File: src/hdl/event_counter_value_pkg.sv
// Shared constants for the event counter block and its prescaler.
// Assumes one 25 MHz system clock and an active-low asynchronous reset.
package event_counter_pkg;
  // Counter and prescaler widths
  localparam int CNT_W = 8;
  localparam int PRE_W = 8;
  localparam int SEL_W = 3;
  // Reset, maximum and wrap values
  localparam logic [7:0] CNT_RESET = 8'h00;
  localparam logic [7:0] PRE_RESET = 8'h00;
  localparam logic [7:0] CNT_MAX = 8'hff;
  localparam logic [7:0] CNT_WRAP = 8'h00;
  // Pending flag position in the timer-1 control B register
  localparam int PEND_BIT = 7;
  // Interrupt vector
  localparam logic [11:0] IRQ_VECTOR = 12'h000;
  // System clock cycles per instruction cycle
  localparam logic [3:0] INSTR_DIV_DEFAULT = 4'h4;
  // Clock source select codes
  localparam logic SRC_INSTR = 1'b0;
  localparam logic SRC_PIN = 1'b1;
  // Edge codes
  localparam logic EDGE_RISE = 1'b0;
  localparam logic EDGE_FALL = 1'b1;
  // Prescaler owner codes
  localparam logic PRE_TO_COUNTER = 1'b0;
  localparam logic PRE_TO_WATCHDOG = 1'b1;
  // Interrupt service states
  typedef enum logic [1:0] {
    SVC_IDLE = 2'b00,
    SVC_PEND = 2'b01,
    SVC_BUSY = 2'b10
  } svc_state_t;
endpackage

File: src/hdl/realtime_counter_prescaler.sv
// Free-running 8-bit event counter with shared prescaler and overflow interrupt.
// Assumes the core drives option bits, strobes and sleep on clk_sys;
// count_pin is asynchronous.
//
// Notes on behaviour
// - Source select 1 counts count-pin pulses, 0 counts instruction cycles.
// - On the pin, edge select 0 takes rising edges and 1 takes falling edges.
// - The one prescaler serves either the counter or the watchdog, never both.
// - Serving the counter, the prescaler takes each event and the counter steps on its tap bit.
// - The counter is 8 bits and wraps from maximum to zero; divide by 256 spans 65536 events.
// - A wrap from ffh to 00h requests an interrupt only while the mask bit is 0; one during service, except in the return cycle, is dropped.
// - The mask bit and the alias option work only when the option fuse was cleared.
// - During sleep the counter stops; its value is not to be trusted after wakeup.
// - A counter write clears the prescaler while the prescaler serves the counter.
// - At most one pin event counts per instruction cycle; extra edges merge.
// - With the pending flag present, bit 7 of timer-1 control B sets on each wrap.
// - An accepted interrupt jumps to 0000h and a return resumes the interrupted code.
// - The counter is readable and writable so software can preload a start value.
`timescale 1ns/100ps
module realtime_counter_prescaler #(
  parameter logic [3:0] INSTR_DIV = event_counter_pkg::INSTR_DIV_DEFAULT,
  parameter bit HAS_PENDING_FLAG = 1'b1
) (
  // Clock and reset
  input wire logic clk_sys,
  input wire logic resetn,
  // External count pin
  input wire logic count_pin,
  // Option bits
  input wire logic source_select,
  input wire logic edge_polarity_sel,
  input wire logic prescaler_assign,
  input wire logic [2:0] divide_select,
  input wire logic overflow_irq_mask,
  input wire logic w_alias_select,
  input wire logic option_fuse_n,
  // Counter register access
  input wire logic counter_wr,
  input wire logic [event_counter_pkg::CNT_W-1:0] counter_wdata,
  output logic [event_counter_pkg::CNT_W-1:0] rt_event_counter,
  // Timer-1 control B pending bit
  input wire logic timer1_control_b_wr,
  input wire logic [7:0] timer1_control_b_wdata,
  output logic overflow_pending,
  // Watchdog side
  input wire logic watchdog_rollover,
  input wire logic watchdog_clear,
  output logic watchdog_reset,
  // Core interrupt handshake and power
  input wire logic sleep_mode,
  input wire logic irq_accept,
  input wire logic irq_return,
  input wire logic irq_return_load_w,
  output logic irq_request,
  output logic irq_in_service,
  output logic [11:0] irq_vector,
  output logic w_alias_active
);
  import event_counter_pkg::*;

  logic [3:0] div_cnt_reg;
  logic instr_tick_reg;
  logic pin_meta_reg;
  logic pin_sync_reg;
  logic pin_prev_reg;
  logic pin_edge;
  logic event_seen_reg;
  logic count_event;
  logic pre_advance;
  logic pre_clear;
  logic pre_counter_carry;
  logic pre_watchdog_carry;
  logic [PRE_W-1:0] pre_count;
  logic counter_step;
  logic wrap;
  logic options_live;
  logic irq_enabled;
  svc_state_t svc_reg;
  svc_state_t svc_next;

  // Instruction cycle enable; held off in sleep since the core clock stops
  always_ff @(posedge clk_sys or negedge resetn) begin
    if (!resetn) begin
      div_cnt_reg <= 4'h0;
      instr_tick_reg <= 1'b0;
    end else if (sleep_mode) begin
      instr_tick_reg <= 1'b0;
    end else if (div_cnt_reg >= INSTR_DIV - 4'h1) begin
      div_cnt_reg <= 4'h0;
      instr_tick_reg <= 1'b1;
    end else begin
      div_cnt_reg <= div_cnt_reg + 4'h1;
      instr_tick_reg <= 1'b0;
    end
  end

  // Pin synchroniser; only the second and third stages feed logic
  always_ff @(posedge clk_sys or negedge resetn) begin
    if (!resetn) begin
      pin_meta_reg <= 1'b0;
      pin_sync_reg <= 1'b0;
      pin_prev_reg <= 1'b0;
    end else begin
      pin_meta_reg <= count_pin;
      pin_sync_reg <= pin_meta_reg;
      pin_prev_reg <= pin_sync_reg;
    end
  end

  assign pin_edge = (edge_polarity_sel == EDGE_RISE) ?
    (pin_sync_reg & ~pin_prev_reg) : (~pin_sync_reg & pin_prev_reg);

  // Edges latch until the next instruction cycle; an edge in the consuming
  // cycle stays latched so it is never lost
  always_ff @(posedge clk_sys or negedge resetn) begin
    if (!resetn) begin
      event_seen_reg <= 1'b0;
    end else if (pin_edge) begin
      event_seen_reg <= 1'b1;
    end else if (instr_tick_reg) begin
      event_seen_reg <= 1'b0;
    end
  end

  assign count_event = instr_tick_reg & ~sleep_mode &
    ((source_select == SRC_PIN) ? event_seen_reg : 1'b1);

  // Prescaler owner routing
  assign pre_advance = (prescaler_assign == PRE_TO_COUNTER) ?
    count_event : watchdog_rollover;
  assign pre_clear = (counter_wr && prescaler_assign == PRE_TO_COUNTER) ||
    (watchdog_clear && prescaler_assign == PRE_TO_WATCHDOG);

  shared_prescaler #(
    .W(PRE_W)
  ) u_prescaler (
    .clk_sys(clk_sys),
    .resetn(resetn),
    .clear(pre_clear),
    .advance(pre_advance),
    .divide_select(divide_select),
    .count_reg(pre_count),
    .counter_carry(pre_counter_carry),
    .watchdog_carry(pre_watchdog_carry)
  );

  assign counter_step = (prescaler_assign == PRE_TO_COUNTER) ?
    pre_counter_carry : count_event;
  assign wrap = counter_step && !counter_wr && rt_event_counter == CNT_MAX;

  // Counter; a software write beats a step in the same cycle
  always_ff @(posedge clk_sys or negedge resetn) begin
    if (!resetn) begin
      rt_event_counter <= CNT_RESET;
    end else if (counter_wr) begin
      rt_event_counter <= counter_wdata;
    end else if (counter_step) begin
      rt_event_counter <= rt_event_counter + 8'h01;
    end
  end

  // Watchdog reset: prescaler carry while the prescaler serves it, raw rollover otherwise
  always_ff @(posedge clk_sys or negedge resetn) begin
    if (!resetn) begin
      watchdog_reset <= 1'b0;
    end else if (prescaler_assign == PRE_TO_WATCHDOG) begin
      watchdog_reset <= pre_watchdog_carry;
    end else begin
      watchdog_reset <= watchdog_rollover;
    end
  end

  // Option fuse gates the mask and alias bits; fuse set leaves irq off
  assign options_live = ~option_fuse_n;
  assign irq_enabled = options_live & ~overflow_irq_mask;

  always_ff @(posedge clk_sys or negedge resetn) begin
    if (!resetn) begin
      w_alias_active <= 1'b0;
    end else begin
      w_alias_active <= options_live & w_alias_select;
    end
  end

  // Pending flag: set wins over a software clear in the same cycle
  always_ff @(posedge clk_sys or negedge resetn) begin
    if (!resetn) begin
      overflow_pending <= 1'b0;
    end else if (!HAS_PENDING_FLAG) begin
      overflow_pending <= 1'b0;
    end else if (wrap) begin
      overflow_pending <= 1'b1;
    end else if (timer1_control_b_wr && !timer1_control_b_wdata[PEND_BIT]) begin
      overflow_pending <= 1'b0;
    end
  end

  // Interrupt service sequence: single level, no nesting
  always_comb begin
    svc_next = svc_reg;
    case (svc_reg)
      SVC_IDLE: begin
        if (wrap && irq_enabled) begin
          svc_next = SVC_PEND;
        end
      end
      SVC_PEND: begin
        if (irq_accept) begin
          svc_next = SVC_BUSY;
        end
      end
      SVC_BUSY: begin
        if (irq_return || irq_return_load_w) begin
          svc_next = (wrap && irq_enabled) ? SVC_PEND : SVC_IDLE;
        end
      end
      default: begin
        svc_next = SVC_IDLE;
      end
    endcase
  end

  always_ff @(posedge clk_sys or negedge resetn) begin
    if (!resetn) begin
      svc_reg <= SVC_IDLE;
      irq_request <= 1'b0;
      irq_in_service <= 1'b0;
      irq_vector <= IRQ_VECTOR;
    end else begin
      svc_reg <= svc_next;
      irq_request <= (svc_next == SVC_PEND);
      irq_in_service <= (svc_next == SVC_BUSY);
      irq_vector <= IRQ_VECTOR;
    end
  end

  // Checks
  a_pin_src_step: assert property (@(posedge clk_sys) disable iff (!resetn)
    (source_select == SRC_PIN && prescaler_assign == PRE_TO_WATCHDOG && !counter_wr
     && instr_tick_reg && !event_seen_reg) |=> $stable(rt_event_counter))
    else $error("counter stepped with no pin event");

  a_edge_polarity: assert property (@(posedge clk_sys) disable iff (!resetn)
    (edge_polarity_sel == EDGE_FALL && $rose(pin_sync_reg) && !$past(event_seen_reg)
     && !instr_tick_reg) |=> !event_seen_reg || $fell(pin_sync_reg))
    else $error("rising edge taken in falling mode");

  a_wrap_zero: assert property (@(posedge clk_sys) disable iff (!resetn)
    wrap |=> rt_event_counter == CNT_WRAP)
    else $error("wrap did not give zero");

  a_no_irq_masked: assert property (@(posedge clk_sys) disable iff (!resetn)
    (svc_reg == SVC_IDLE && wrap && !irq_enabled) |=> !irq_request)
    else $error("interrupt raised while masked");

  a_irq_on_wrap: assert property (@(posedge clk_sys) disable iff (!resetn)
    (svc_reg == SVC_IDLE && wrap && irq_enabled) |=> irq_request [*1] ##0 svc_reg == SVC_PEND)
    else $error("wrap did not request interrupt");

  a_fuse_gate: assert property (@(posedge clk_sys) disable iff (!resetn)
    option_fuse_n |=> !w_alias_active)
    else $error("alias active with fuse set");

  a_sleep_holds: assert property (@(posedge clk_sys) disable iff (!resetn)
    (sleep_mode && $past(sleep_mode) && !counter_wr) |=> $stable(rt_event_counter))
    else $error("counter moved in sleep");

  a_write_clears: assert property (@(posedge clk_sys) disable iff (!resetn)
    (counter_wr && prescaler_assign == PRE_TO_COUNTER) |=> pre_count == PRE_RESET)
    else $error("prescaler not cleared on write");

  a_pending_set: assert property (@(posedge clk_sys) disable iff (!resetn)
    (wrap && HAS_PENDING_FLAG) |=> overflow_pending)
    else $error("pending flag missed a wrap");

  a_preload: assert property (@(posedge clk_sys) disable iff (!resetn)
    counter_wr |=> rt_event_counter == $past(counter_wdata))
    else $error("preload not stored");

  a_vector_hold: assert property (@(posedge clk_sys) disable iff (!resetn)
    (irq_request && irq_accept) |=> irq_in_service && irq_vector == IRQ_VECTOR)
    else $error("accept did not enter service");

  a_instr_step: assert property (@(posedge clk_sys) disable iff (!resetn)
    (source_select == SRC_INSTR && prescaler_assign == PRE_TO_WATCHDOG && !counter_wr
     && instr_tick_reg && !sleep_mode)
    |=> rt_event_counter == $past(rt_event_counter) + 8'h01)
    else $error("counter missed an instruction cycle");

  a_prescale_tap: assert property (@(posedge clk_sys) disable iff (!resetn)
    (prescaler_assign == PRE_TO_COUNTER && !counter_wr && count_event && !pre_count[0])
    |=> $stable(rt_event_counter))
    else $error("counter stepped before the prescaler tap");

  a_watchdog_owner: assert property (@(posedge clk_sys) disable iff (!resetn)
    (prescaler_assign == PRE_TO_COUNTER && !watchdog_rollover)
    |=> !watchdog_reset)
    else $error("watchdog pulse while prescaler serves the counter");

  a_irq_fuse: assert property (@(posedge clk_sys) disable iff (!resetn)
    (svc_reg == SVC_IDLE && option_fuse_n && wrap)
    |=> !irq_request)
    else $error("interrupt raised with option fuse set");

  c_wrap_irq: cover property (@(posedge clk_sys) disable iff (!resetn)
    wrap && irq_enabled);
  c_pin_count: cover property (@(posedge clk_sys) disable iff (!resetn)
    source_select == SRC_PIN && counter_step);
  c_div256: cover property (@(posedge clk_sys) disable iff (!resetn)
    divide_select == 3'h7 && prescaler_assign == PRE_TO_COUNTER && counter_step);
  c_svc_return: cover property (@(posedge clk_sys) disable iff (!resetn)
    irq_in_service ##1 !irq_in_service);
  c_watchdog_pulse: cover property (@(posedge clk_sys) disable iff (!resetn)
    prescaler_assign == PRE_TO_WATCHDOG && watchdog_reset);
endmodule

File: src/hdl/shared_prescaler.sv
// Shared 8-bit prescaler with per-bit tap detection.
// Assumes advance and clear come from logic on the same clock.
`timescale 1ns/100ps
module shared_prescaler #(
  parameter int W = 8
) (
  // Clock and reset
  input wire logic clk_sys,
  input wire logic resetn,
  // Control
  input wire logic clear,
  input wire logic advance,
  input wire logic [2:0] divide_select,
  // Results
  output logic [W-1:0] count_reg,
  output logic counter_carry,
  output logic watchdog_carry
);
  import event_counter_pkg::*;

  logic [W-1:0] low_ones;
  logic [W-1:0] count_next;

  // Low bits all ones means the selected bit is about to fall
  genvar i;
  generate
    for (i = 0; i < W; i++) begin : g_ones
      assign low_ones[i] = &count_reg[i:0];
    end
  endgenerate

  assign count_next = count_reg + 1'b1;
  assign counter_carry = advance & low_ones[divide_select];
  assign watchdog_carry = advance &
    ((divide_select == 3'h0) ? 1'b1 : low_ones[divide_select - 3'h1]);

  // Clear beats advance, so a counter write starts a fresh division
  always_ff @(posedge clk_sys or negedge resetn) begin
    if (!resetn) begin
      count_reg <= PRE_RESET;
    end else if (clear) begin
      count_reg <= PRE_RESET;
    end else if (advance) begin
      count_reg <= count_next;
    end
  end
endmodule

File: config.mk
export PLATFORM = sky130hd
export DESIGN_NAME = realtime_counter_prescaler
export DESIGN_NICKNAME = d
export VERILOG_FILES = /design/src/hdl/event_counter_value_pkg.sv /design/src/hdl/realtime_counter_prescaler.sv /design/src/hdl/shared_prescaler.sv
export SDC_FILE = /design/constraint.sdc
export NUM_CORES = 1
export LEC_CHECK = 0
export ABC_CLOCK_PERIOD_IN_PS = 3000
export BUFFER_PORTS_ARGS = -buffer_cell sky130_fd_sc_hd__clkbuf_2
export CAP_MARGIN = 30
export CELL_PAD_IN_SITES_DETAIL_PLACEMENT = 1
export CELL_PAD_IN_SITES_GLOBAL_PLACEMENT = 2
export CORE_ASPECT_RATIO = 1.75
export CORE_UTILIZATION = 30
export DETAILED_ROUTE_END_ITERATION = 8
export GPL_ROUTABILITY_DRIVEN = 0
export GPL_TIMING_DRIVEN = 0
export PLACE_DENSITY_LB_ADDON = 0.05
export SETUP_SLACK_MARGIN = 0.15
export SYNTH_ARGS = -nofsm -noshare
export SYNTH_HDL_FRONTEND = slang
export SYNTH_SLANG_ARGS = --single-unit
File: constraint.sdc
create_clock -name clk_sys -period 3 [get_ports clk_sys]
set_clock_uncertainty 0.05 [all_clocks]
set_input_delay 0.3 -clock clk_sys [delete_from_list [all_inputs] [get_ports clk_sys]]
set_output_delay 0.3 -clock clk_sys [all_outputs]
set_load 0.02 [all_outputs]
==> results of run 1 <==
## logic make-up after synthesis
family                   share of synthesized area
AND/OR/NAND/NOR                              0.245
AO/OA/AOI/OAI                                0.144
flip-flops                                   0.426
buffers and inverters                       0.0765
adder cells (fa/ha/maj)                     0.0465
multiplexers                                0.0372
XOR/XNOR                                    0.0233
other                                      0.00199
## through the flow
| stage | util | cell area, um2 | worst slack [ps] |
|---|---|---|---|
| floorplan | - | 1920 | 879 |
| global placement | 0.371 | 2220 | 499 |
| detailed placement | 0.371 | 2220 | 496 |
| CTS | 0.389 | 2320 | 488 |
| global route | 0.389 | 2320 | 293 |
| finish | 0.389 | 2320 | 519 |
## power by group
part | total, mW | internal [mW] | switching (mW)
Sequential | 0.521 | 0.476 | 0.0446
Combinational | 0.250 | 0.105 | 0.145
Clock | 0.410 | 0.246 | 0.164
## final timing paths
| path | slack (ps) | depth (start not counted) | start | to |
|---|---|---|---|---|
| max | 520 | 6 | u_prescaler.count_reg[0] | rt_event_counter[7] |
| min | 50 | 1 | resetn | rt_event_counter[7] |
| max reg2reg | 520 | 6 | u_prescaler.count_reg[0] | rt_event_counter[7] |
| min reg2reg | 300 | 0 | pin_meta_reg | pin_sync_reg |
| max in group asynchronous | 2330 | 1 | resetn | u_prescaler.count_reg[6] |
| min in group clk_sys | 80 | 1 | count_pin | pin_meta_reg |
## layout by cell type (no fill, tap or decap), drive strengths merged, types with 2 or more instances in the layout
cell type  count
a31o           2
nor2b          7
a221o          4
nand2b         3
dfrtp         32
nor3           9
nor4b          2
o311ai         2
nand3         12
inv            9
o211ai         3
clkbuf        47
nand4          5
xor2           4
nor2          18
conb          12
or3            4
and3           4
o21ai         10
buf           14
a21oi          6
and2           3
mux2i          7
nor3b          3
ha             7
nand2         13
## routing by layer
layer / wire length [um] / global-route usage / vias to the layer above
met4: 86 / 0.0667 / 0
met2: 2670 / 0.283 / 28
met5: 0 / 0 / -
met3: 127 / 0.0277 / 7
met1: 1880 / 0.178 / 810
li1: - / - / 807
## worst max-delay path, cell delays in order (launching register included)
cell	delay [ps]
dfrtp_1	460
ha_1	310
and3_1	210
ha_1	210
a221oi_2	650
nor4b_1	150
o311ai_0	320
## area by class of cell
class | instances | area [um2] | share of cell area
timing repair buffer | 39 | 195 | 0.0840
tap | 78 | 97.6 | 0.0420
clock buffer | 6 | 72.6 | 0.0312
sequential | 32 | 801 | 0.345
buffer | 16 | 110 | 0.0474
clock inverter | 2 | 35.0 | 0.0151
multi-input combinational | 153 | 978 | 0.421
inverter | 9 | 33.8 | 0.0145
==> results.yml, run 1 <==
synthesis:
  syn_area_um2: 1880
  synth_most_common_cell: "dfrtp_1"
  synthTopCellsByArea: "dfrtp_1 (43%), buf_4 (5.2%), ha_1 (4.7%)"
  yosysSeqAreaShare: 0.426
  ys_top_cells_by_count: "dfrtp_1 (32), nor2_1 (18), buf_4 (13), nand2_1 (13), nand3_1 (12)"
  synth_area_per_cell_um2: 9.46
  ys_ff_latch: 32
  synth_edf_count: 0
  synthCells: 199
  ys_types: 42
  async_flop_share: 1.00
  yosysTopAreaCell: "dfrtp_1"
  synth_top_flop_cell: "dfrtp_1"
  synth_warnings: 0
  synth_top_area_frac: 0.426
critical_path:
  crit_required_ps: 3120
  critPathArrivalTime_ps: 2600
  path_max_fanout: 10
  startpoint_type: "flop"
  criticalPathCategory: "reg -> reg"
  crit_path_end_kind: "flop"
drt:
  wirelength_um: 4770
  via_per_inst: 4.93
  ant_nets: 0
  drt_pass1_iterations: 4
  first_iter_violations: 54
  wl_per_cell_um: 14.2
  vias: 1652
  drc: 0
pwr:
  p_leak_nw: 1.13
  ir_worst_vdd_uv: 226
  p_per_area_nw_per_um2: 508
  finalPower_mw: 1.18
floorplanning:
  die_y_um: 107
  die_area_um2: 6610
  rows: 37
  coreArea_um2: 5970
  dieWidth_um: 61.9
  ios: 61
  initial_utilization: 0.315
sta:
  fmax_mhz: 403
  period_minus_slack_ps: 2480
  relSlewSlack: 0.451
  holdWs_ps: 49.7
  finalHoldViolations: 0
  rsz0062_at_grt: "false"
  finalSetupTns_ps: 0
  maxSlewViolCount: 0
  period_share: 0.827
  finalSetupViolCount: 0
  worst-slew-pin-transition_ps: 824
place:
  placed_cells: 327
  portBuffers: 39
  dp_hpwl_um: 3720
global_routing:
  grt_pass1_wl_um: 7850
  grt_max_degree: 33
  grt_usage: 0.160
  grt_pass1_vias: 1656
  overflow: 0
  grt_antenna_before_repair: 0
clock_tree:
  clock_latency_ps: 280
  cts_tree: "yes"
  htreeDepth: 2
  cts_setup_buffers: 0
  clk_path_buf_depth: 2
  clk_pin_slew_ps: 70
  cts_sinks: 32
  root_buffer: "clkbuf_8"
  cts_resized: 0
  ctsHoldBuffers: 0
  cts_buffers: 5
worst_hold_path:
  hp-class: "in -> async"
finish:
  fillCellCount: 729
  drive_gt1_frac: 0.253
  layout.cells.non_filler: 335
  syn_to_final_growth_pct: 23.5
  diodes: 0
  layout.nets: 299
outcome:
  status: "finished clean"
flow_run:
  cap_violations: 0
Note: power is estimated with default switching activity, not from simulation.
==> run 2: changes to the inputs <==
--- a/config.mk
+++ b/config.mk
@@ -5,13 +5,14 @@
 export SDC_FILE = /design/constraint.sdc
 export NUM_CORES = 1
 export LEC_CHECK = 0
-export ABC_CLOCK_PERIOD_IN_PS = 3000
+export ABC_AREA = 1
+export ABC_CLOCK_PERIOD_IN_PS = 2300
 export BUFFER_PORTS_ARGS = -buffer_cell sky130_fd_sc_hd__clkbuf_2
 export CAP_MARGIN = 30
 export CELL_PAD_IN_SITES_DETAIL_PLACEMENT = 1
 export CELL_PAD_IN_SITES_GLOBAL_PLACEMENT = 2
 export CORE_ASPECT_RATIO = 1.75
-export CORE_UTILIZATION = 30
+export CORE_UTILIZATION = 28
 export DETAILED_ROUTE_END_ITERATION = 8
 export GPL_ROUTABILITY_DRIVEN = 0
 export GPL_TIMING_DRIVEN = 0
==> constraint.sdc (replaced) <==
create_clock -name clk_sys -period 2.3 [get_ports clk_sys]
set_clock_uncertainty 0.05 [all_clocks]
set_input_delay 0.23 -clock clk_sys [delete_from_list [all_inputs] [get_ports clk_sys]]
set_output_delay 0.23 -clock clk_sys [all_outputs]
set_load 0.02 [all_outputs]
==> run 2 against run 1 <==
Net effect:
- count of clock-buffer cells in the layout unchanged
- global-route usage about the same
- total power up 52%
- combinational power up 50%
- clock power up 84%
- area after synthesis up 0.66%
- worst setup slack worse by 150 ps
- critical endpoint is now rt_event_counter[1]
- largest cell class unchanged
- highest routed layer unchanged
==> results.yml, run 2 <==
synthesis:
  synth_top_area_frac: 0.423
  synthTopCellsByArea: "dfrtp_1 (42%), nand2_1 (7.3%), inv_1 (5.7%)"
  yosysTopAreaCell: "dfrtp_1"
  synth_area_per_cell_um2: 8.35
  synth_edf_count: 0
  synth_most_common_cell: "nand2_1"
  syn_area_um2: 1890
  yosysSeqAreaShare: 0.423
  synth_warnings: 0
  ys_ff_latch: 32
  synthCells: 227
  async_flop_share: 1.00
  synth_top_flop_cell: "dfrtp_1"
  ys_types: 37
  ys_top_cells_by_count: "nand2_1 (37), dfrtp_1 (32), inv_1 (29)"
drt:
  drt_pass1_iterations: 4
  vias: 1666
  drc: 0
  wl_per_cell_um: 13.1
  wirelength_um: 4890
  via_per_inst: 4.48
  first_iter_violations: 32
  ant_nets: 0
finish:
  layout.nets: 332
  mostFrequentLayoutCells: "clkbuf_2 (41), nand2_1 (37), dfrtp_1 (32)"
  diodes: 0
  drive_gt1_frac: 0.300
  syn_to_final_growth_pct: 29.7
  final_common_cell: "clkbuf_2"
global_routing:
  grt_antenna_before_repair: 0
  grt_pass1_vias: 1811
  overflow: 0
  grt_max_degree: 33
  grt_usage: 0.159
  grt_pass1_wl_um: 8460
sta:
  fmax_mhz: 518
  period_minus_slack_ps: 1930
  rsz0062_at_grt: "false"
  worst-slew-pin-transition_ps: 862
  finalHoldViolations: 0
  relSlewSlack: 0.425
  finalSetupViolCount: 0
  holdWs_ps: 1.37
  maxSlewViolCount: 0
  period_share: 0.839
  finalSetupTns_ps: 0
critical_path:
  r2r_end: "rt_event_counter[1]"
  criticalPathCategory: "reg -> reg"
  critPathSlowestCell: "dfrtp_1"
  critPathMaxStageDelay_ps: 430
  path_max_fanout: 10
  startpoint_type: "flop"
  r2r_setup_slack_ps: 370
  critPathArrivalTime_ps: 2050
  critical-path-top-delay-family: "flip-flops"
  cp_num_buf_inv: 2
  crit_path_end_kind: "flop"
  crit_required_ps: 2420
  worstPathCellList: "ha_4, inv_1, nor2_4, ha_4, a21oi_1, a21oi_1, nand2_1, nand2_2, nand2_4, nand2_4, buf_12, o21a_1"
  ff2ff_path_depth: 12
  timing.rr.start: "u_prescaler.count_reg[0]"
floorplanning:
  initial_utilization: 0.290
  coreArea_um2: 6540
  dieWidth_um: 64.2
  die_area_um2: 7110
  ios: 61
  die_y_um: 111
  rows: 39
pwr:
  p_leak_nw: 1.26
  ir_worst_vdd_uv: 338
  p_per_area_nw_per_um2: 733
clock_tree:
  clk_path_buf_depth: 2
  cts_buffers: 5
  clk_pin_slew_ps: 50
  cts_sinks: 32
  clock_latency_ps: 280
  root_buffer: "clkbuf_16"
  htreeDepth: 2
  cts_tree: "yes"
outcome:
  status: "finished clean"
worst_hold_path:
  hp-class: "in -> async"
place:
  dp_hpwl_um: 3890
  portBuffers: 41
flow_run:
  cap_violations: 0
-- run 2: cells by family after synthesis --
logic type               Yosys count  share of synthesized area
XOR/XNOR                           6                     0.0277
adder cells (fa/ha/maj)            7                     0.0462
AO/OA/AOI/OAI                     37                      0.133
AND/OR/NAND/NOR                   97                      0.242
flip-flops                        32                      0.423
buffers and inverters             47                      0.125
other                              1                    0.00198
-- run 2: how the worst max path moves through the flow --
stage                                  start                   to  slack (ps)  cells after the start
finish              u_prescaler.count_reg[0]  rt_event_counter[1]         370                     12
CTS                 u_prescaler.count_reg[0]          irq_request         160                     12
detailed placement  u_prescaler.count_reg[0]          irq_request         140                     12
global placement    u_prescaler.count_reg[0]          irq_request         150                     12
global route        u_prescaler.count_reg[0]          irq_request         160                     12
floorplan           u_prescaler.count_reg[0]  rt_event_counter[2]         430                     12
-- run 2: worst reg2reg max path: cells and delay by family (launching register included) --
kind | cells | cell delay (ps)
compound gates | 3 | 360
fa+ha+maj | 2 | 360
buf+inv | 2 | 250
flops | 1 | 430
simple gates | 5 | 370
-- run 2: metal layers --
layer  up-vias  GRT usage  part of all wire
met5         -          0                 0
met4         0     0.0919             0.035
met3        11     0.0350             0.034
met2        39      0.302              0.57
met1       780      0.150              0.36
li1        836          -                 -
-- run 2: power by group --
| part | total (mW) | leakage (nW) | internal, mW | switching [mW] |
|---|---|---|---|---|
| clock network | 0.754 | 0.0808 | 0.509 | 0.245 |
| logic | 0.374 | 0.766 | 0.148 | 0.226 |
| registers | 0.672 | 0.412 | 0.624 | 0.0481 |
-- run 2: area by class of cell --
cell class                 instances  area (um2)
clock inverter                     2        35.0
buffer                            14         114
sequential                        32         801
inverter                          33         124
fill                             828        4080
clock buffer                       6         129
timing repair buffer              44         230
multi-input combinational        159         922
tap                               82         103
-- run 2: timing repair --
action,in CTS,in global routing
endpoints found under the setup margin,1,10
hold buffers,0,1
endpoints found under the hold margin,0,1
setup buffers,0,2
pin swaps,0,3
gates resized for setup,2,2
-- run 2: stage by stage --
stage,cells,total power [mW],cell area [um2],worst slack (ps),utilization
2_1_floorplan,238,0.930,1940,428,-
4_1_cts,369,1.83,2410,162,0.369
3_3_place_gp,361,1.05,2240,153,0.343
5_1_grt,372,1.91,2460,156,0.376
6_report,372,1.80,2460,371,0.376
3_5_place_dp,361,1.06,2240,137,0.343
==> run 3: changes to the inputs <==
--- a/config.mk
+++ b/config.mk
@@ -6,7 +6,7 @@
 export NUM_CORES = 1
 export LEC_CHECK = 0
 export ABC_AREA = 1
-export ABC_CLOCK_PERIOD_IN_PS = 2300
+export ABC_CLOCK_PERIOD_IN_PS = 1820
 export BUFFER_PORTS_ARGS = -buffer_cell sky130_fd_sc_hd__clkbuf_2
 export CAP_MARGIN = 30
 export CELL_PAD_IN_SITES_DETAIL_PLACEMENT = 1
==> constraint.sdc (replaced) <==
create_clock -name clk_sys -period 1.82 [get_ports clk_sys]
set_clock_uncertainty 0.05 [all_clocks]
set_input_delay 0.182 -clock clk_sys [delete_from_list [all_inputs] [get_ports clk_sys]]
set_output_delay 0.182 -clock clk_sys [all_outputs]
set_load 0.02 [all_outputs]
==> run 3 against run 2 <==
Net effect:
- the run now ends with negative setup slack left
- worst setup slack got worse by 430 ps
- count of clock-buffer cells in the layout is 1 lower
- first-iteration DRC count fell by 59%
- register-to-register slack worse by 430 ps
==> results.yml, run 3 (same netlist as run 2, synthesis figures left out) <==
critical_path:
  crit_path_end_kind: "flop"
  path_max_fanout: 6
  criticalPathCategory: "reg -> reg"
  r2r_setup_slack_ps: -60
  timing.rr.start: "u_prescaler.count_reg[1]"
  crit_required_ps: 1940
  cp-endpoint: "rt_event_counter[2]"
  startpoint_type: "flop"
  ff2ff_path_depth: 12
  crit_path_start: "u_prescaler.count_reg[1]"
  critPathArrivalTime_ps: 2000
  r2r_end: "rt_event_counter[2]"
outcome:
  violations: "negative setup slack"
  status: "finished with violations"
global_routing:
  use_met3: 0.0329
  gr-usage-met2: 0.321
  top_usage_layer: "met2"
  grt_pass1_wl_um: 8430
  grt_pass1_vias: 1793
  grt_antenna_before_repair: 0
  grt_max_degree: 33
  overflow: 0
  grtUsageMet1: 0.144
  grt_usage: 0.160
place:
  placed_cells: 361
  pre_cts_ws_ps: -203
  dp_hpwl_um: 3960
  portBuffers: 41
flow_run:
  cap_violations: 0
sta:
  maxSlewViolCount: 0
  timing.final.ws_setup_ps: -61.1
  finalSetupViolCount: 5
  holdWs_ps: 30.4
  period_share: 1.03
  rsz0062_at_grt: "true"
  finalHoldViolations: 0
  period_minus_slack_ps: 1880
  relSlewSlack: 0.425
  fmax_mhz: 532
  worst-slew-pin-transition_ps: 863
drt:
  vias: 1689
  wirelength_um: 5100
  first_iter_violations: 13
  ant_nets: 0
  via_per_inst: 4.44
  drc: 0
  drt_pass1_iterations: 4
  wl_per_cell_um: 13.4
finish:
  drive_gt1_frac: 0.332
  syn_to_final_growth_pct: 34.3
  diodes: 0
  mostFrequentLayoutCells: "clkbuf_2 (41), nand2_1 (36), dfrtp_1 (32)"
  final_common_cell: "clkbuf_2"
  layout.cells.non_filler: 380
  layout.nets: 340
  fillCellCount: 814
  final_core_util: 0.389
pwr:
  ir_worst_vdd_uv: 549
  finalPower_mw: 2.20
  p_per_area_nw_per_um2: 863
  p_leak_nw: 1.29
clock_tree:
  htreeDepth: 2
  root_buffer: "clkbuf_16"
  cts_sinks: 32
  cts_buffers: 5
  cts_tree: "yes"
  clk_path_buf_depth: 2
  clock_latency_ps: 280
  clk_pin_slew_ps: 60
floorplanning:
  rows: 39
  ios: 61
  die_area_um2: 7110
  dieWidth_um: 64.2
  initial_utilization: 0.290
  die_y_um: 111
  coreArea_um2: 6540
worst_hold_path:
  hp-class: "in -> reg"
run 3: what timing repair did:
| action | CTS | global route |
|---|---|---|
| hold buffers | 3 | 0 |
| pin swaps | 4 | 4 |
| buffers inserted | 6 | 1 |
| resized for setup | 1 | 2 |
| cloned | 0 | 1 |
| endpoints found under the setup margin | 11 | 12 |
| hold endpoints to repair | 33 | 0 |
run 3: worst max-delay path: stages, from the launching register on:
cell and delay (ps):
dfrtp_1 410, ha_4 190, ha_2 180, a21oi_2 120, nand2_1 70, nand3_1 70
nand2_1 50, clkinv_1 50, nand2_2 70, nand2_4 80, nand2_4 90, clkbuf_16 180
o21a_1 160
run 3: how the worst min path moves through the flow:
| stage | startpoint | endpoint | slack [ps] | depth (start not counted) |
|---|---|---|---|---|
| 3_3_place_gp | count_pin | pin_meta_reg | 240 | 1 |
| 4_1_cts | w_alias_select | w_alias_active | 30 | 3 |
| 6_report | w_alias_select | w_alias_active | 30 | 3 |
| 5_1_grt | w_alias_select | w_alias_active | 60 | 3 |
| 3_5_place_dp | count_pin | pin_meta_reg | 240 | 1 |
| 2_1_floorplan | resetn | div_cnt_reg[0] | -160 | 0 |
run 3: power by group:
part / switching, mW / internal (mW)
Clock: 0.346 / 0.509
Sequential: 0.0620 / 0.789
Combinational: 0.288 / 0.203
Total: 0.696 / 1.50
run 3: layout make-up:
class | instances | area [um2] | area share
multi-input combinational | 159 | 937 | 0.368
sequential | 32 | 801 | 0.315
timing repair buffer | 52 | 317 | 0.124
clock buffer | 5 | 125 | 0.0492
inverter | 33 | 124 | 0.0487
buffer | 14 | 114 | 0.0448
tap | 82 | 103 | 0.0403
clock inverter | 3 | 23.8 | 0.00935
run 3: stage by stage:
stage,cell area (um2),TNS (ps)
2_1_floorplan,1970,0
3_3_place_gp,2270,-1070
3_5_place_dp,2270,-1090
4_1_cts,2500,-406
5_1_grt,2540,-1360
6_report,2540,-207
run 3: layer usage:
layer	wire length [um]	vias to the layer above
met3	150	5
met2	3100	32
met1	1740	797
met4	103	0
li1	-	855
met5	0	-
